===== src/include/scmc_pkg.sv =====
package scmc_pkg;

    // Register addresses on the plain register port
    localparam logic [7:0] SCMC_SYS_CLOCK_CONTROL_ADDR   = 8'h00;
    localparam logic [7:0] SCMC_FAST_OSC_CONTROL_ADDR    = 8'h01;

    // Field positions in system_clock_control
    localparam int         SCMC_SEL_MSB                  = 7;
    localparam int         SCMC_SEL_LSB                  = 5;
    localparam int         SCMC_FAST_IDLE_BIT            = 1;
    localparam int         SCMC_SLOW_IDLE_BIT            = 0;

    // Field positions in fast_oscillator_control
    localparam int         SCMC_STABLE_BIT               = 1;
    localparam int         SCMC_ENABLE_BIT               = 0;

    // Select code that picks the sub clock
    localparam logic [2:0] SCMC_SEL_SUB                  = 3'h7;

    // Values after reset
    localparam logic [2:0] SCMC_SEL_RST                  = 3'h0;
    localparam logic       SCMC_IDLE_KEEP_RST            = 1'b0;
    localparam logic       SCMC_FAST_EN_RST              = 1'b1;
    localparam logic       SCMC_STABLE_RST               = 1'b0;
    localparam logic       SCMC_FLAG_RST                 = 1'b0;

    // Fast oscillator ticks counted before it is taken as stable
    localparam logic [15:0] SCMC_FAST_STABLE_TICKS       = 16'h0400;

    // Width of the fast clock prescaler, giving division up to 64
    localparam int         SCMC_PRE_W                    = 6;

    // Operating modes, one-hot
    typedef enum logic [5:0] {
        MD_FAST  = 6'b000001,
        MD_SLOW  = 6'b000010,
        MD_IDLE_SLOW_ONLY = 6'b000100,
        MD_IDLE_BOTH_CLOCKS = 6'b001000,
        MD_IDLE_FAST_ONLY = 6'b010000,
        MD_SLEEP = 6'b100000
    } scmc_mode_e;

endpackage


===== src/design/scmc_top.sv =====
`timescale 1ns/1ps
// How it works
// Select codes 0-6 divide fast clock, 7 sub
// Fast clock from fast RC, sub from slow
// FAST mode: CPU on divided fast clock, all running
// SLOW mode keeps fast oscillator per enable bit
// Halt with both keeps low: SLEEP, clocks stopped
// Slow-only idle: sub on, system clock if 111
// Both-keeps idle: fast, sub, system clocks on
// Fast-only idle: fast on, system clock if 0-6
// Writing 111 switches to SLOW once slow stable
// Fast code in SLOW restarts, waits stable oscillator
// Enabling fast oscillator clears then sets stable flag
// Enable bit resets to 1, stable flag to 0
// Unimplemented register bits read as zero
// Power-down sets down flag, clears timeout flag
// Source change only at boundary, glitch free
// Software polls stable flag after re-enabling oscillator
module scmc_top
    import scmc_pkg::*;
(
    input  wire logic       clk,
    input  wire logic       sys_rst,
    input  wire logic       clk_en,
    input  wire logic [7:0] reg_addr,
    input  wire logic [7:0] reg_wdata,
    input  wire logic       reg_wr,
    input  wire logic       reg_rd,
    output logic      [7:0] reg_rdata,
    input  wire logic       halt_exec,
    input  wire logic       wake_event,
    input  wire logic       clr_wdt_exec,
    input  wire logic       wdt_timeout,
    input  wire logic       wdt_enable,
    input  wire logic       fast_osc_tick,
    input  wire logic       slow_osc_tick,
    input  wire logic       slow_osc_stable,
    output logic            fast_osc_run,
    output logic            slow_osc_run,
    output logic            cpu_run,
    output logic            sys_clk_tick,
    output logic            sys_clk_on,
    output logic            sys_on_slow,
    output logic            fast_clk_on,
    output logic            sub_clk_on,
    output logic      [6:0] fast_div_tick,
    output logic            power_down_flag,
    output logic            watchdog_timeout_flag,
    output logic      [5:0] op_mode
);

    // True for the codes that pick a fast clock division
    function automatic logic is_fast_code(input logic [2:0] code);
        return code != SCMC_SEL_SUB;
    endfunction

    // True when the prescaler sits at the last count of a divide-by-2^k period
    function automatic logic div_hit(input logic [SCMC_PRE_W-1:0] pre, input int k);
        logic [SCMC_PRE_W-1:0] mask;
        mask = ~({SCMC_PRE_W{1'b1}} << k);
        return (pre & mask) == mask;
    endfunction

    logic [2:0]            sel_r;
    logic                  fast_keep_r;
    logic                  slow_keep_r;
    logic                  fast_en_r;
    logic                  stable_r;
    logic [15:0]           stab_cnt_r;
    logic [SCMC_PRE_W-1:0] pre_r;
    logic                  act_slow_r;
    logic [2:0]            act_div_r;
    scmc_mode_e            mode_r;
    logic                  pd_r;
    logic                  to_r;
    logic [7:0]            rdata_r;

    logic                  running;
    logic                  wr_scc;
    logic                  wr_fosc;
    logic                  en_rise;
    logic                  fast_run_w;
    logic                  restart;
    logic                  fast_tick_ok;
    logic                  src_tick;
    logic                  sys_on_w;
    logic                  sub_on_w;
    logic                  halt_go;
    logic                  to_slow;
    logic                  to_fast;
    logic                  div_change;

    assign running  = (mode_r == MD_FAST) || (mode_r == MD_SLOW);
    assign wr_scc   = reg_wr && (reg_addr == SCMC_SYS_CLOCK_CONTROL_ADDR);
    assign wr_fosc  = reg_wr && (reg_addr == SCMC_FAST_OSC_CONTROL_ADDR);
    assign en_rise  = wr_fosc && reg_wdata[SCMC_ENABLE_BIT] && !fast_en_r;
    assign halt_go  = clk_en && halt_exec && running;

    // Fast oscillator demand: needed while running from it or heading to it,
    // otherwise the enable bit decides; idle modes follow the keep bits
    always_comb begin
        fast_run_w = 1'b0;
        unique case (mode_r)
            MD_FAST:  fast_run_w = 1'b1;
            MD_SLOW:  fast_run_w = fast_en_r || is_fast_code(sel_r);
            MD_IDLE_BOTH_CLOCKS: fast_run_w = 1'b1;
            MD_IDLE_FAST_ONLY: fast_run_w = 1'b1;
            default:  fast_run_w = 1'b0;
        endcase
    end

    // Sub clock and system clock gating per operating mode
    always_comb begin
        sub_on_w = 1'b0;
        sys_on_w = 1'b0;
        unique case (mode_r)
            MD_FAST, MD_SLOW: begin
                sub_on_w = 1'b1;
                sys_on_w = 1'b1;
            end
            MD_IDLE_SLOW_ONLY: begin
                sub_on_w = 1'b1;
                sys_on_w = !is_fast_code(sel_r);
            end
            MD_IDLE_BOTH_CLOCKS: begin
                sub_on_w = 1'b1;
                sys_on_w = 1'b1;
            end
            MD_IDLE_FAST_ONLY: begin
                sub_on_w = 1'b0;
                sys_on_w = is_fast_code(sel_r);
            end
            default: begin
                sub_on_w = 1'b0;
                sys_on_w = 1'b0;
            end
        endcase
    end

    // Stability is re-proved whenever the oscillator stops or software re-enables it
    assign restart      = !fast_run_w || (clk_en && en_rise);
    assign fast_tick_ok = fast_osc_tick && fast_run_w && stable_r;

    // Every fast division taps one prescaler; tap 6 marks a common boundary
    generate
        for (genvar k = 0; k < 7; k++) begin : g_div
            assign fast_div_tick[k] = fast_tick_ok && div_hit(pre_r, k);
        end
    endgenerate

    // Selected source: only one tick path is ever passed, so no runt edges
    assign src_tick = act_slow_r ? slow_osc_tick : fast_div_tick[act_div_r];

    // Switch requests, each committed only at a clean boundary of the old source
    assign to_slow    = running && !is_fast_code(sel_r) && !act_slow_r && slow_osc_stable
                        && (src_tick || !stable_r);
    assign to_fast    = running && is_fast_code(sel_r) && act_slow_r && stable_r
                        && slow_osc_tick;
    assign div_change = running && is_fast_code(sel_r) && !act_slow_r
                        && (act_div_r != sel_r) && fast_div_tick[6];

    // Software-written control fields
    always_ff @(posedge clk) begin
        if (sys_rst) begin
            sel_r       <= SCMC_SEL_RST;
            fast_keep_r <= SCMC_IDLE_KEEP_RST;
            slow_keep_r <= SCMC_IDLE_KEEP_RST;
            fast_en_r   <= SCMC_FAST_EN_RST;
        end else if (clk_en) begin
            if (wr_scc) begin
                sel_r       <= reg_wdata[SCMC_SEL_MSB:SCMC_SEL_LSB];
                fast_keep_r <= reg_wdata[SCMC_FAST_IDLE_BIT];
                slow_keep_r <= reg_wdata[SCMC_SLOW_IDLE_BIT];
            end
            if (wr_fosc) begin
                fast_en_r <= reg_wdata[SCMC_ENABLE_BIT];
            end
        end
    end

    // Stability counter; flag drops on enable and rises after the settle count
    always_ff @(posedge clk) begin
        if (sys_rst) begin
            stab_cnt_r <= 16'h0000;
            stable_r   <= SCMC_STABLE_RST;
        end else if (clk_en) begin
            if (restart) begin
                stab_cnt_r <= 16'h0000;
                stable_r   <= 1'b0;
            end else if (fast_osc_tick && !stable_r) begin
                if (stab_cnt_r == SCMC_FAST_STABLE_TICKS - 16'h0001) begin
                    stable_r <= 1'b1;
                end else begin
                    stab_cnt_r <= stab_cnt_r + 16'h0001;
                end
            end
        end
    end

    // Prescaler runs only on good fast ticks
    always_ff @(posedge clk) begin
        if (sys_rst) begin
            pre_r <= '0;
        end else if (clk_en && fast_tick_ok) begin
            pre_r <= pre_r + 1'b1;
        end
    end

    // Active source and division; old source held until the new one is ready
    always_ff @(posedge clk) begin
        if (sys_rst) begin
            act_slow_r <= 1'b0;
            act_div_r  <= SCMC_SEL_RST;
        end else if (clk_en) begin
            if (to_slow) begin
                act_slow_r <= 1'b1;
            end else if (to_fast) begin
                act_slow_r <= 1'b0;
                act_div_r  <= sel_r;
            end else if (div_change) begin
                act_div_r  <= sel_r;
            end
        end
    end

    // Operating mode; halt picks the low-power mode from the two keep bits
    always_ff @(posedge clk) begin
        if (sys_rst) begin
            mode_r <= MD_FAST;
        end else if (clk_en) begin
            unique case (mode_r)
                MD_FAST, MD_SLOW: begin
                    if (halt_exec) begin
                        unique case ({fast_keep_r, slow_keep_r})
                            2'b00:   mode_r <= MD_SLEEP;
                            2'b01:   mode_r <= MD_IDLE_SLOW_ONLY;
                            2'b11:   mode_r <= MD_IDLE_BOTH_CLOCKS;
                            default: mode_r <= MD_IDLE_FAST_ONLY;
                        endcase
                    end else if (to_slow) begin
                        mode_r <= MD_SLOW;
                    end else if (to_fast) begin
                        mode_r <= MD_FAST;
                    end
                end
                MD_IDLE_SLOW_ONLY, MD_IDLE_BOTH_CLOCKS, MD_IDLE_FAST_ONLY, MD_SLEEP: begin
                    if (wake_event) begin
                        mode_r <= act_slow_r ? MD_SLOW : MD_FAST;
                    end
                end
                default: mode_r <= MD_FAST;
            endcase
        end
    end

    // Status flags; a new event wins over a clear in the same cycle
    always_ff @(posedge clk) begin
        if (sys_rst) begin
            pd_r <= SCMC_FLAG_RST;
            to_r <= SCMC_FLAG_RST;
        end else if (clk_en) begin
            if (halt_go) begin
                pd_r <= 1'b1;
            end else if (clr_wdt_exec) begin
                pd_r <= 1'b0;
            end
            if (wdt_timeout) begin
                to_r <= 1'b1;
            end else if (halt_go) begin
                to_r <= 1'b0;
            end
        end
    end

    // Read data stands one cycle after the strobe, zero otherwise
    always_ff @(posedge clk) begin
        if (sys_rst) begin
            rdata_r <= 8'h00;
        end else if (clk_en) begin
            rdata_r <= 8'h00;
            if (reg_rd && reg_addr == SCMC_SYS_CLOCK_CONTROL_ADDR) begin
                rdata_r <= {sel_r, 3'h0, fast_keep_r, slow_keep_r};
            end else if (reg_rd && reg_addr == SCMC_FAST_OSC_CONTROL_ADDR) begin
                rdata_r <= {6'h00, stable_r, fast_en_r};
            end
        end
    end

    // Outputs
    assign reg_rdata             = rdata_r;
    assign fast_osc_run          = fast_run_w;
    assign slow_osc_run          = (mode_r == MD_SLEEP) ? wdt_enable : 1'b1;
    assign cpu_run               = running;
    assign sys_clk_on            = sys_on_w;
    assign sys_clk_tick          = src_tick && sys_on_w;
    assign sys_on_slow           = act_slow_r;
    assign fast_clk_on           = fast_run_w && stable_r;
    assign sub_clk_on            = sub_on_w;
    assign power_down_flag       = pd_r;
    assign watchdog_timeout_flag = to_r;
    assign op_mode               = mode_r;

    // Checks of the documented behaviour
    property p_reset_vals;
        @(posedge clk) disable iff (sys_rst)
        $fell(sys_rst) |-> fast_en_r && !stable_r && (sel_r == SCMC_SEL_RST);
    endproperty
    a_reset_vals: assert property (p_reset_vals) else $error("reset values wrong");
    property p_unimpl;
        @(posedge clk) disable iff (sys_rst)
        clk_en && reg_rd |=> (reg_rdata[4:2] == 3'h0) && ($past(reg_addr) != SCMC_FAST_OSC_CONTROL_ADDR
                             || reg_rdata[7:2] == 6'h00);
    endproperty
    a_unimpl: assert property (p_unimpl) else $error("unimplemented bits not zero");
    property p_sleep;
        @(posedge clk) disable iff (sys_rst)
        mode_r == MD_SLEEP |-> !cpu_run && !fast_osc_run && !sub_clk_on && !sys_clk_tick
                               && (slow_osc_run == wdt_enable);
    endproperty
    a_sleep: assert property (p_sleep) else $error("sleep clocks wrong");
    property p_idle_slow_only;
        @(posedge clk) disable iff (sys_rst)
        mode_r == MD_IDLE_SLOW_ONLY |-> !cpu_run && !fast_osc_run && sub_clk_on && (sys_clk_on == (sel_r == SCMC_SEL_SUB));
    endproperty
    a_idle_slow_only: assert property (p_idle_slow_only) else $error("slow-only idle clocks wrong");
    property p_idle_both_clocks;
        @(posedge clk) disable iff (sys_rst)
        mode_r == MD_IDLE_BOTH_CLOCKS |-> !cpu_run && fast_osc_run && sub_clk_on && sys_clk_on;
    endproperty
    a_idle_both_clocks: assert property (p_idle_both_clocks) else $error("both-keeps idle clocks wrong");
    property p_idle_fast_only;
        @(posedge clk) disable iff (sys_rst)
        mode_r == MD_IDLE_FAST_ONLY |-> !cpu_run && fast_osc_run && !sub_clk_on && (sys_clk_on == (sel_r != SCMC_SEL_SUB));
    endproperty
    a_idle_fast_only: assert property (p_idle_fast_only) else $error("fast-only idle clocks wrong");
    property p_halt_flags;
        @(posedge clk) disable iff (sys_rst)
        halt_go && !wdt_timeout |=> power_down_flag && !watchdog_timeout_flag && !cpu_run;
    endproperty
    a_halt_flags: assert property (p_halt_flags) else $error("power-down flags wrong");
    property p_enable_clears;
        @(posedge clk) disable iff (sys_rst)
        clk_en && en_rise |=> !stable_r ##0 (!stable_r)[*1];
    endproperty
    a_enable_clears: assert property (p_enable_clears) else $error("stable flag not cleared");
    property p_slow_switch;
        @(posedge clk) disable iff (sys_rst)
        $rose(act_slow_r) |-> $past(slow_osc_stable) && $past(sel_r) == SCMC_SEL_SUB && mode_r != MD_FAST;
    endproperty
    a_slow_switch: assert property (p_slow_switch) else $error("slow switch before stable");
    property p_fast_switch;
        @(posedge clk) disable iff (sys_rst)
        $fell(act_slow_r) |-> $past(stable_r) && mode_r != MD_SLOW && act_div_r == $past(sel_r);
    endproperty
    a_fast_switch: assert property (p_fast_switch) else $error("fast switch before stable");
    property p_slow_keep;
        @(posedge clk) disable iff (sys_rst)
        mode_r == MD_SLOW && sel_r == SCMC_SEL_SUB |-> fast_osc_run == fast_en_r;
    endproperty
    a_slow_keep: assert property (p_slow_keep) else $error("slow mode oscillator keep wrong");
    property p_fast_on;
        @(posedge clk) disable iff (sys_rst)
        mode_r == MD_FAST |-> fast_osc_run && sub_clk_on && slow_osc_run && cpu_run;
    endproperty
    a_fast_on: assert property (p_fast_on) else $error("fast mode clocks wrong");

endmodule


===== config.mk =====
export PLATFORM = sky130hd
export DESIGN_NAME = scmc_top
export DESIGN_NICKNAME = d
export VERILOG_FILES = /design/src/include/scmc_pkg.sv /design/src/design/scmc_top.sv
export SDC_FILE = /design/constraint.sdc
export NUM_CORES = 1
export LEC_CHECK = 0
export ABC_AREA = 1
export ABC_CLOCK_PERIOD_IN_PS = 4400
export BUFFER_PORTS_ARGS = -buffer_cell sky130_fd_sc_hd__buf_2
export CAP_MARGIN = 20
export CORE_ASPECT_RATIO = 0.8
export CORE_MARGIN = 2
export CORE_UTILIZATION = 40
export CTS_BUF_LIST = sky130_fd_sc_hd__clkbuf_8
export DETAILED_ROUTE_END_ITERATION = 10
export GPL_TIMING_DRIVEN = 1
export MAX_ROUTING_LAYER = met4
export PLACE_DENSITY_LB_ADDON = 0.12
export SLEW_MARGIN = 20
export SYNTH_ARGS = -nofsm -noshare
export SYNTH_HDL_FRONTEND = slang
export SYNTH_SLANG_ARGS = --single-unit

===== constraint.sdc =====
create_clock -name clk -period 4.4 [get_ports clk]
set_input_delay 0.22 -clock clk [delete_from_list [all_inputs] [get_ports clk]]
set_output_delay 0.22 -clock clk [all_outputs]
set_load 0.005 [all_outputs]

# Word-level counts from Yosys, hierarchy flattened
# Index checks and enable logic that the tools add are counted.
# word_totals
output_inout_bits	31
reg_bits	49
word_cells	130
input_bits	29
# op_classes
n_lt_le_gt_ge	1
eq_ne	20
mux	30
add_sub_neg	2
n_reduce_logical	63
bitwise	1
# ops
operator	n
two-way mux 16 bit	3
logical AND 1 bit	32
two-way mux 6 bit	4
one-hot mux 6 bit (3 select lines)	1
adder 16 x 1 -> 16 bit, second input constant	1
== test 16 x 10 -> 1 bit, second input constant	1
two-way mux 1 bit	13
== test 6 bit, second input constant	2
one-hot mux 6 bit (2 select lines)	1
AND reduction 3 bit	4
nonzero test 2 bit	6
AND reduction 2 bit	5
== test 8 x 1 -> 1 bit, second input constant	1
logical NOT 8 bit	1
two-way mux 8 bit	1
OR reduction 4 bit	2
adder 6 x 1 -> 6 bit, second input constant	1
== test 6 x 1 -> 1 bit, second input constant	1
== test 6 x 2 -> 1 bit, second input constant	1
== test 6 x 3 -> 1 bit, second input constant	1
== test 6 x 4 -> 1 bit, second input constant	1
== test 6 x 5 -> 1 bit, second input constant	1
two-way mux 3 bit	2
OR reduction 3 bit	2
other kinds (19)	29

# Logic depth before layout (Yosys ltp)
# Gate-level depths: netlist of the first run.
# logic_depth
depth_word	14
ltp_mapped	20
ltp_nobuf	20

# Worst setup path after synthesis of the first run
# Ideal clock, no wire load.
# synth_path
path_kind	input to register
from	input reg_addr[3]
to	register stab_cnt_r[9]
t_required_ns	4.278
cell_stages	12
setup_slack_ns	2.434
arrival_ns	1.843
path_buffers	0
path_cell_list	or2_4 nor4_4 nand3_2 nor2_2 nor2_2 o21ai_4 nand2_4 nor2_4 nand2_2 nor2_2 and3_1 nor3_2
# synth_via
elab_chain_len	8
# synth_lines
element	line_no	source
start, declared	scmc_top.sv:25	input wire logic [7:0] reg_addr,
== test 8 x 1 -> 1 bit *	scmc_top.sv:95	assign wr_fosc = reg_wr && (reg_addr == SCMC_FAST_OSC_CONTROL_ADDR);
logical AND 1 bit *	scmc_top.sv:95	
logical AND 1 bit * (2 in series)	scmc_top.sv:96	assign en_rise = wr_fosc && reg_wdata[SCMC_ENABLE_BIT] && !fast_en_r;
logical AND 1 bit *	scmc_top.sv:141	assign restart = !fast_run_w || (clk_en && en_rise);
logical OR 1 bit *	scmc_top.sv:141	
!= test 2 bit (no line) or nonzero test 2 bit (tied branches)	-	
AND reduction 3 bit (no line)	-	
end signal, assigned	scmc_top.sv:194	stab_cnt_r <= stab_cnt_r + 16'h0001;
end, declared	scmc_top.sv:69	logic [15:0] stab_cnt_r;
# Mark *: on every way between the ends. The rest lies on a longest branch, timed or not.
# A chain may end at the register's enable or synchronous reset.

# Final worst setup path of the first run
# layout_path
from	register mode_r[5], in the netlist op_mode[5]
to	output sys_clk_tick
# layout_via
elab_chain_len	10
# layout_lines
element	line_no	source
start, declared	scmc_top.sv:73	scmc_mode_e mode_r;
start signal, assigned	scmc_top.sv:248	mode_r <= act_slow_r ? MD_SLOW : MD_FAST;
== test 6 x 1 -> 1 bit, or another cell as far along	scmc_top.sv:103, scmc_top.sv:116	
OR reduction 3 bit (no line)	-	
one-hot mux 1 bit (2 select lines)	scmc_top.sv:103	unique case (mode_r)
logical AND 1 bit (2 in series)	scmc_top.sv:142	assign fast_tick_ok = fast_osc_tick && fast_run_w && stable_r;
logical AND 1 bit	scmc_top.sv:147	assign fast_div_tick[k] = fast_tick_ok && div_hit(pre_r, k);
binary-select mux 1 bit (select 3 bit)	scmc_top.sv:152	assign src_tick = act_slow_r ? slow_osc_tick : fast_div_tick[act_div_r];
two-way mux 1 bit (implied by the code)	scmc_top.sv:152	
two-way mux 1 bit	scmc_top.sv:152	
logical AND 1 bit *	scmc_top.sv:295	assign sys_clk_tick = src_tick && sys_on_w;
end, declared	scmc_top.sv:41	output logic sys_clk_tick,
# Mark *: on every way between the ends. The rest lies on a longest branch, timed or not. The select of a mux whose other input is x is not followed.

==> run metrics, run 1 <==
status=completed; register area share after synthesis=0.343; CP peak stage delay=between 0.3 and 0.4 ns; Worst setup EP type=output pin; crit-path cells=nor2_2 -> nand3_1 -> nor2_2 -> nor2_2 -> nor2_4 -> nand3_2 -> nor2_4 -> nand2_1 -> nand3_1 -> nand2_1 -> a21boi_0 -> buf_2; # rows=26; clk buf depth=2; Post-Syn Instances=slightly below 400; GRT Overall Usage=0.188; H-tree levels=2; Final Cycle Share=0.558; Area growth syn-to-layout=16.5%; worst path arrival time=between 2 and 2.5 ns; diode count=0; IO buf count=53; largest net degree at the start of global routing=26; dpl hpwl=between 4000 and 5000 um; Worst-Margin Slew=approximately 0.74 ns; CTS tree=built; Tmin final=between 2 and 2.5 ns; vias in the first global route=between 2,000 and 2,500; Min-Delay Path Depth=3; IO Pins=60; drt wl/cell=12.0 um; RSZ-0062 raised after global routing=false; Distinct cells, synth=approximately 40; worst r2r path cells=9; FF-to-FF End=stab_cnt_r[10]; Most used DFF post-synth=dfxtp_1; 1st-pass router iterations=4; Most Frequent Cell on Critical Path=nor2_2; Die ar.=0.00738 sq mm; Routed WL=approximately 6400 um; Post-DRT Antenna Nets=0; die width=roughly 96 um; Max Slew Vio Count=0; Layout Skew=~0.0076 ns; maximum vdd ir drop=0.151 mV; PwrDens=between 300 and 400 mW/mm^2; Worst R2R Setup Slack=about 2.1 ns; syn_area_per_cell=between 6 and 7 sq um; CP max FO=6; clock root buffer=clkbuf_8; CP startpoint kind=register; Hold Path End=watchdog_timeout_flag; Post-synth EDFFs=0; CTS Buf Count=5; crit path kind=register to output pin; fillcell total=676; initial cell density of the core=0.416; slew margin rel.=0.508; initial antenna violation count=0; Vias/cell=5.00; ys async rst share=0; final setup fails=0; die height=a little under 80 um; total setup buffers inserted after CTS=0; Placed Area=0.00301 sq mm; DR DRC count=0; Cell Area, Synth=0.00268 sq mm; gr ovfl total=0; Starting DRT DRC Count=140; GP Congestion=0.886; Worst-Skew Late Latency=0.30 ns; Reg-to-Reg Start=op_mode[5]; design area=0.00312 sq mm; post-route worst hold slack=between 0.15 and 0.2 ns; synth warn=0; first-pass GRT wire length=~11,000 um; final hold vios=0; critical hold path startpoint=wdt_timeout; Seq cells post-synth=46; Vias=between 2,000 and 3,000; Min-Delay Path Class=input port to register; Worst Path Required=between 4 and 5 ns; Max Clk Rate=between 400 and 500 MHz; fin cells=about 530; Post-Place Cells=approximately 520; # Max-Cap Violations=0; final net count=approximately 480; Setup TNS=0 ns; CTS Hold Buffers Added=0; post-CTS sizing=0; Worst-path clk slew=roughly 0.09 ns; core area=about 0.0064 sq mm; static leakage=between 1 and 1.5 nW; # clock sinks=46; Crit-path slowest cell=dfxtp_1; layout cells sized above 1=0.209
-- area by class of cell --
class	instances	area, sq um	share of cell area
clock buffers	5	68.8	0.0220
multi-input cells	279	1500	0.479
repair buffers	53	265	0.0849
well taps	84	105	0.0336
inverters	59	221	0.0709
clock inverters	3	45.0	0.0144
flip-flops and latches	46	921	0.295
-- sequential cells by signal, summed over array words and instances, names as in the netlist --
name                   count
reg_rdata                  5
fast_en_r                  1
watchdog_timeout_flag      1
op_mode                    6
sel_r                      3
pre_r                      6
sys_on_slow                1
act_div_r                  3
slow_keep_r                1
fast_keep_r                1
stab_cnt_r                16
power_down_flag            1
stable_r                   1
-- layout by cell type, fill, tap and decap left out, types with 2 or more instances in the layout --
cell type,count
nor2_4,4
nor4_1,5
xnor2_1,3
nand3_1,32
nand2_2,4
nor3_2,2
nor3_1,11
buf_2,53
clkbuf_8,5
a31oi_1,3
nand2_4,2
o211ai_1,3
ha_1,4
xor2_1,3
a21oi_1,33
o21ai_0,20
nand4_1,9
nand3_2,2
clkinvlp_4,2
dfxtp_1,46
nor2_2,11
inv_1,57
nor2_1,41
nand2_1,68
conb_1,3
a211oi_1,2
clkinv_1,2
-- cells by family after synthesis --
kind of cell | count (synthesis) | synth area share
buffers and inverters | 68 | 0.101
adder cells (fa/ha/maj) | 4 | 0.0187
other | 1 | 0.00140
AND/OR/NAND/NOR | 199 | 0.375
AO/OA/AOI/OAI | 67 | 0.141
XOR/XNOR | 6 | 0.0196
flip-flops | 46 | 0.343
-- worst max path at each step --
stage / start / endpoint / slack, ns / depth (start not counted)
after CTS: op_mode[5] / sys_clk_tick / 1.93 / 12
final: op_mode[5] / sys_clk_tick / 1.94 / 12
after detailed placement: reg_addr[3] / stab_cnt_r[9] / 2.10 / 13
after floorplan: reg_addr[3] / stab_cnt_r[9] / 2.43 / 12
after global placement: op_mode[5] / stab_cnt_r[10] / 2.11 / 9
after global routing: pre_r[0] / sys_clk_tick / 1.65 / 11
-- power by group --
group / leakage [nW] / switching, W / internal [W]
Combinational: 0.954 / 0.000130 / 0.0000705
Sequential: 0.373 / 0.0000141 / 0.000431
Clock: 0.0504 / 0.000151 / 0.000169
Total: 1.38 / 0.000295 / 0.000670
-- per-stage QoR --
stage	total power [W]	setup slack (ns)	utilization
after floorplan	0.000586	2.43	-
after global placement	0.000654	2.11	0.467
after detailed placement	0.000655	2.10	0.467
after CTS	0.000976	1.93	0.485
after global routing	0.00102	1.65	0.485
final	0.000965	1.94	0.485
-- cell usage after synthesis, types with 2 or more instances --
cell | instances | share of area
o21ai_0 | 20 | 0.037
a31oi_1 | 3 | 0.0070
clkbuf_1 | 4 | 0.0056
xor2_1 | 3 | 0.0098
inv_1 | 57 | 0.080
nand2_4 | 2 | 0.0084
nor3_1 | 11 | 0.021
nor2_1 | 41 | 0.057
a21oi_1 | 33 | 0.062
nor3_2 | 2 | 0.0075
nand2_2 | 4 | 0.0093
ha_1 | 4 | 0.019
nand2_1 | 68 | 0.095
nand4_1 | 9 | 0.021
clkinv_1 | 2 | 0.0028
nor4_1 | 5 | 0.012
nand3_1 | 32 | 0.060
nor2_4 | 4 | 0.017
nand3_2 | 2 | 0.0075
dfxtp_1 | 46 | 0.34
nor2_2 | 11 | 0.026
xnor2_1 | 3 | 0.0098
buf_4 | 4 | 0.011
o211ai_1 | 3 | 0.0084
a211oi_1 | 2 | 0.0056
-- worst max-delay path: cells and delay by family (launching register included) --
family,cells,cell delay [ns]
compound gates,1,0.19
buf+inv,1,0.16
flops,1,0.36
simple gates,10,1.22
-- metal layers --
| layer | vias to the layer above | GRT usage | routed length [um] |
|---|---|---|---|
| li1 | 1390 | - | - |
| met2 | 72 | 0.256 | 2590 |
| met3 | 4 | 0.0324 | 396 |
| met1 | 1177 | 0.287 | 3330 |
| met4 | 0 | 0.0429 | 34 |
| met5 | - | - | 0 |
No activity file was read; power rests on OpenSTA's default activity.
==> run 2: changes to the inputs <==
Settings changed: ABC_CLOCK_PERIOD_IN_PS 4400 to 2100.
Clock period 4.4 ns to 2.1 ns, I/O delays scaled along.
==> run 2 against run 1 <==
Compared with the run above:
- the run now ends with setup timing left
- first-iteration DRC count decreased by 7.1%
- sequential power rose by 110%
- worst hold slack got worse by 0.11 ns
- total power up 110%
- via count up 5.9%
- largest cell class unchanged
==> run metrics, run 2 (synthesized netlist as in run 1, its figures left out) <==
Final WS setup=-0.0819 ns; most frequent cells in the layout=61 x nand2_1, 54 x inv_1, 53 x buf_2; Core Util, Final=0.560; core area=around 0.0064 sq mm; Layout Skew=0.00775 ns; # clock sinks=46; Worst Path Required=~2 ns; met2 Track Usage GR=0.275; footprint of the multi-input gates=0.00170 sq mm; Die ar.=0.00738 sq mm; RSZ-0062 raised after global routing=true; die height=77.2 um; Starting DRT DRC Count=between 100 and 150; violated checks=setup timing; CP max FO=6; H-tree levels=2; GRT Overall Usage=0.197; final setup fails=8; CP peak stage delay=about 0.37 ns; met1 Use GR=0.293; DP Worst Slack=-0.0397 ns; CP startpoint kind=register; largest net degree at the start of global routing=21; GR peak layer=met1; IO Pins=60; Routed WL=a little over 7000 um; Final Cycle Share=1.04; Most Frequent Cell on Critical Path=nor2_4; FF/Latch Area=a little over 900 sq um; static leakage=about 1.6 nW; clk buf depth=2; vias in the first global route=between 2,000 and 2,500; die width=95.6 um; fillcell total=637; crit-path cells=nor2_4 -> nand3_4 -> nor2_4 -> nor2_4 -> nor2_4 -> nand4_1 -> nand3_1 -> nand2_1 -> inv_1 -> nand2_2 -> a21boi_2 -> buf_2; clock root buffer=clkbuf_8; layout cells sized above 1=0.356; gr ovfl total=0; Top reg by flops=stab_cnt_r; initial antenna violation count=0; CTS Buf Count=5; Worst R2R Setup Slack=-0.03 ns; maximum vdd ir drop=approximately 0.26 mV; Setup TNS=-0.147 ns; WP buf/inv=2; final net count=a little over 500; worst path arrival time=between 2 and 2.5 ns; Area growth syn-to-layout=34.5%; M3 GR Usage=0.0314; IO buf count=53; Worst-Margin Slew=0.607 ns; total power draw=0.00207 W; DR DRC count=0; drt wl/cell=~13 um; Worst-path clk slew=about 0.080 ns; slew margin rel.=0.595; Tmin final=2.18 ns; Vias/cell=between 4 and 5; post-route worst hold slack=0.0486 ns; Crit path max-delay family=simple AND/OR/NAND/NOR gates; # Max-Cap Violations=0; crit path kind=register to output pin; CTS Hold Buffers Added=0; dpl hpwl=approximately 5300 um; Max Clk Rate=458 MHz; # rows=26; first-pass GRT wire length=about 11,000 um; initial cell density of the core=0.416; CTS tree=built; final hold vios=0; Vias=about 2,800; Worst-Skew Late Latency=about 0.30 ns; Max Slew Vio Count=0; most common cell after layout, fill and taps aside=nand2_1; Post-DRT Antenna Nets=0; Largest register FFs=16; Crit-path slowest cell=dfxtp_4; Min-Delay Path Class=input port to register; GP Congestion=about 0.9; diode count=0; 1st-pass router iterations=4; Worst setup EP type=output pin; status=finished, violations left; PwrDens=roughly 570 mW/mm^2
[run 2: cell count changes in the layout (fill, tap and decap cells not counted), moves of 3 or more]
cell,previous run,this run
nand2_1,68,61
nor2_1,41,36
dfxtp_2,0,5
buf_6,0,3
nor2_2,11,8
nand2_2,4,9
inv_2,0,3
dfxtp_1,46,39
nor2_4,4,12
nand3_2,2,15
inv_1,57,54
buf_4,0,31
nand3_1,32,18
[run 2: worst reg2reg max path: stages, from the launching register on]
cell     delay, ns
dfxtp_4       0.37
nor2_4        0.20
nand3_4       0.11
nor2_4        0.15
nor2_4        0.05
nor2_4        0.16
nand4_1       0.11
nand3_1       0.10
nand2_1       0.07
inv_1         0.09
nand2_2       0.08
nand3_2       0.08
nand2_4       0.08
nand3_4       0.14
nand2_4       0.07
nand2_1       0.07
nand2_1       0.04
nor2_1        0.08
[run 2: path summary, 6_finish.rpt]
kind | from | to | cells past startpoint
setup reg to reg | op_mode[4] | op_mode[1] | 17
setup / recovery | op_mode[4] | sys_clk_tick | 12
hold / removal | wdt_timeout | watchdog_timeout_flag | 3
hold reg to reg | watchdog_timeout_flag | watchdog_timeout_flag | 2
[run 2: stage by stage]
stage	area, sq um	instances
finish	3610	565
global route	3610	565
CTS	3340	556
detailed placement	3210	548
global placement	3210	548
floorplan	2690	393
[run 2: per-layer routing]
metal	part of all wire	routed length, um
met1	0.51	3700
met5	0	0
met3	0.066	480
met4	0.010	73
met2	0.41	2990
[run 2: area by class of cell]
type                       count  share of cell area
tap                           84              0.0291
multi-input combinational    280               0.471
sequential                    46               0.259
timing repair buffer          88               0.153
clock buffer                   6              0.0229
inverter                      59              0.0624
clock inverter                 2             0.00243
[run 2: power breakdown]
group | total [W] | switching (W) | leakage [nW] | internal, W
Combinational | 0.000570 | 0.000333 | 1.16 | 0.000237
Clock | 0.000562 | 0.000300 | 0.0524 | 0.000261
Sequential | 0.000940 | 0.0000349 | 0.376 | 0.000905
[run 2: timing repair]
item | in CTS | in global routing
gates cloned | 0 | 1
setup endpoints to repair | 8 | 22
setup buffers | 0 | 8
resized for setup | 11 | 51
pin swaps | 0 | 22
==> run 3: changes to the inputs <==
Settings changed: HOLD_SLACK_MARGIN set to 0.02, TNS_END_PERCENT set to 20.
==> run 3 against run 2 <==
Compared with the run above:
- wire length shrank 4.3%
- largest cell class unchanged
- die area is the same
- total power shrank 1.8%
- largest power group unchanged
- the run still ends with setup timing left
- critical path type unchanged
- sequential share of layout area grew 0.99 points
- register-to-register slack gained 0.06 ns
- worst hold slack lost 0.00092 ns
==> run metrics, run 3 (synthesized netlist as in run 1, its figures left out) <==
maximum vdd ir drop=0.283 mV; final hold vios=0; diode count=0; RSZ-0062 raised after global routing=true; crit path kind=register to output pin; static leakage=between 1.5 and 2 nW; H-tree levels=2; die height=roughly 77 um; slew margin rel.=0.661; gr ovfl total=0; Largest register FFs=16; Min-Delay Path Class=input port to register; Worst Path Required=2.00 ns; footprint of the multi-input gates=between 0.0015 and 0.002 sq mm; worst path arrival time=between 2 and 2.5 ns; layout cells sized above 1=0.314; Final Cycle Share=1.01; die width=between 90 and 100 um; Starting DRT DRC Count=approximately 190; Final WS setup=-0.0238 ns; most frequent cells in the layout=63 x nand2_1, 57 x inv_1, 53 x buf_2; first-pass GRT wire length=11,300 um; vias in the first global route=between 2,000 and 2,500; core area=about 0.0064 sq mm; CP startpoint kind=register; Placed Area=0.00321 sq mm; most common cell after layout, fill and taps aside=nand2_1; Post-DRT Antenna Nets=0; final net count=507; Max Slew Vio Count=0; # Max-Cap Violations=0; Die ar.=approximately 0.0074 sq mm; Worst R2R Setup Slack=~0.030 ns; CTS Hold Buffers Added=0; DR DRC count=0; violated checks=setup timing; # clock sinks=46; dpl hpwl=between 5000 and 6000 um; Worst-path clk slew=~0.08 ns; initial cell density of the core=0.416; Vias=roughly 2,700; 1st-pass router iterations=4; Top reg by flops=stab_cnt_r; Max Clk Rate=around 470 MHz; Tmin final=2.12 ns; Worst-Skew Late Latency=0.30 ns; Worst-Margin Slew=0.505 ns; Worst setup EP type=output pin; clock root buffer=clkbuf_8; largest net degree at the start of global routing=21; IO Pins=60; post-route worst hold slack=roughly 0.048 ns; Layout Skew=0.00660 ns; Vias/cell=slightly below 5; GRT Overall Usage=0.197; IO buf count=53; drt wl/cell=between 10 and 15 um; CTS Buf Count=5; FF/Latch Area=~930 sq um; initial antenna violation count=0; final setup fails=1; Routed WL=between 6000 and 7000 um; CTS tree=built; GP Congestion=between 0.8 and 0.9; DP Worst Slack=-0.0397 ns; PwrDens=585 mW/mm^2; fillcell total=roughly 650; status=finished, violations left; # rows=26; Setup TNS=-0.0238 ns; design area=about 0.0035 sq mm; Area growth syn-to-layout=29.6%; CP max FO=6; clk buf depth=2
## run 3: cell type report
class / instances / area share
Multi-Input combinational cell: 280 / 0.472
Clock inverter: 2 / 0.00252
Clock buffer: 6 / 0.0238
Sequential cell: 46 / 0.269
Inverter: 59 / 0.0637
Timing Repair Buffer: 82 / 0.139
Tap cell: 84 / 0.0302
## run 3: path summary, 6_finish.rpt
| kind | startpoint | to | depth (start not counted) |
|---|---|---|---|
| setup / recovery | op_mode[4] | sys_clk_tick | 12 |
| setup reg to reg | op_mode[4] | pre_r[5] | 12 |
| hold / removal | wdt_timeout | watchdog_timeout_flag | 3 |
| hold reg to reg | watchdog_timeout_flag | watchdog_timeout_flag | 2 |
## run 3: per-stage QoR
| stage | std cells | util | total power, W |
|---|---|---|---|
| final | 559 | 0.540 | 0.00203 |
| after global routing | 559 | 0.540 | 0.00217 |
| after CTS | 556 | 0.518 | 0.00200 |
| after detailed placement | 548 | 0.499 | 0.00143 |
| after global placement | 548 | 0.499 | 0.00142 |
| after floorplan | 393 | - | 0.00123 |
## run 3: where the power goes
| group | internal (W) | switching [W] |
|---|---|---|
| combinational | 0.000221 | 0.000317 |
| clock | 0.000261 | 0.000296 |
| sequential | 0.000905 | 0.0000344 |
## run 3: what timing repair did
item | CTS | global route
setup buffers | 0 | 2
setup endpoints to repair | 8 | 22
gates cloned | 0 | 1
pin swaps | 0 | 13
gates resized for setup | 11 | 30
hold endpoints to repair | 0 | 0
## run 3: routing by layer
metal  vias to the layer above  share of wire  global-route usage
met3                         9          0.071              0.0314
met4                         0          0.010              0.0500
li1                       1452              -                   -
met2                        71           0.41               0.275
met1                      1185           0.51               0.293
met5                         -              0                   -
## run 3: critical path, cell delays in order (launching register included)
cell	delay (ns)
dfxtp_4	0.37
nor2_4	0.20
nand3_4	0.10
nor2_4	0.15
nor2_4	0.05
nor2_4	0.17
nand3_4	0.11
nor2_4	0.13
nand2_2	0.05
nand3_2	0.06
nand2_2	0.06
a21boi_2	0.14
buf_2	0.13
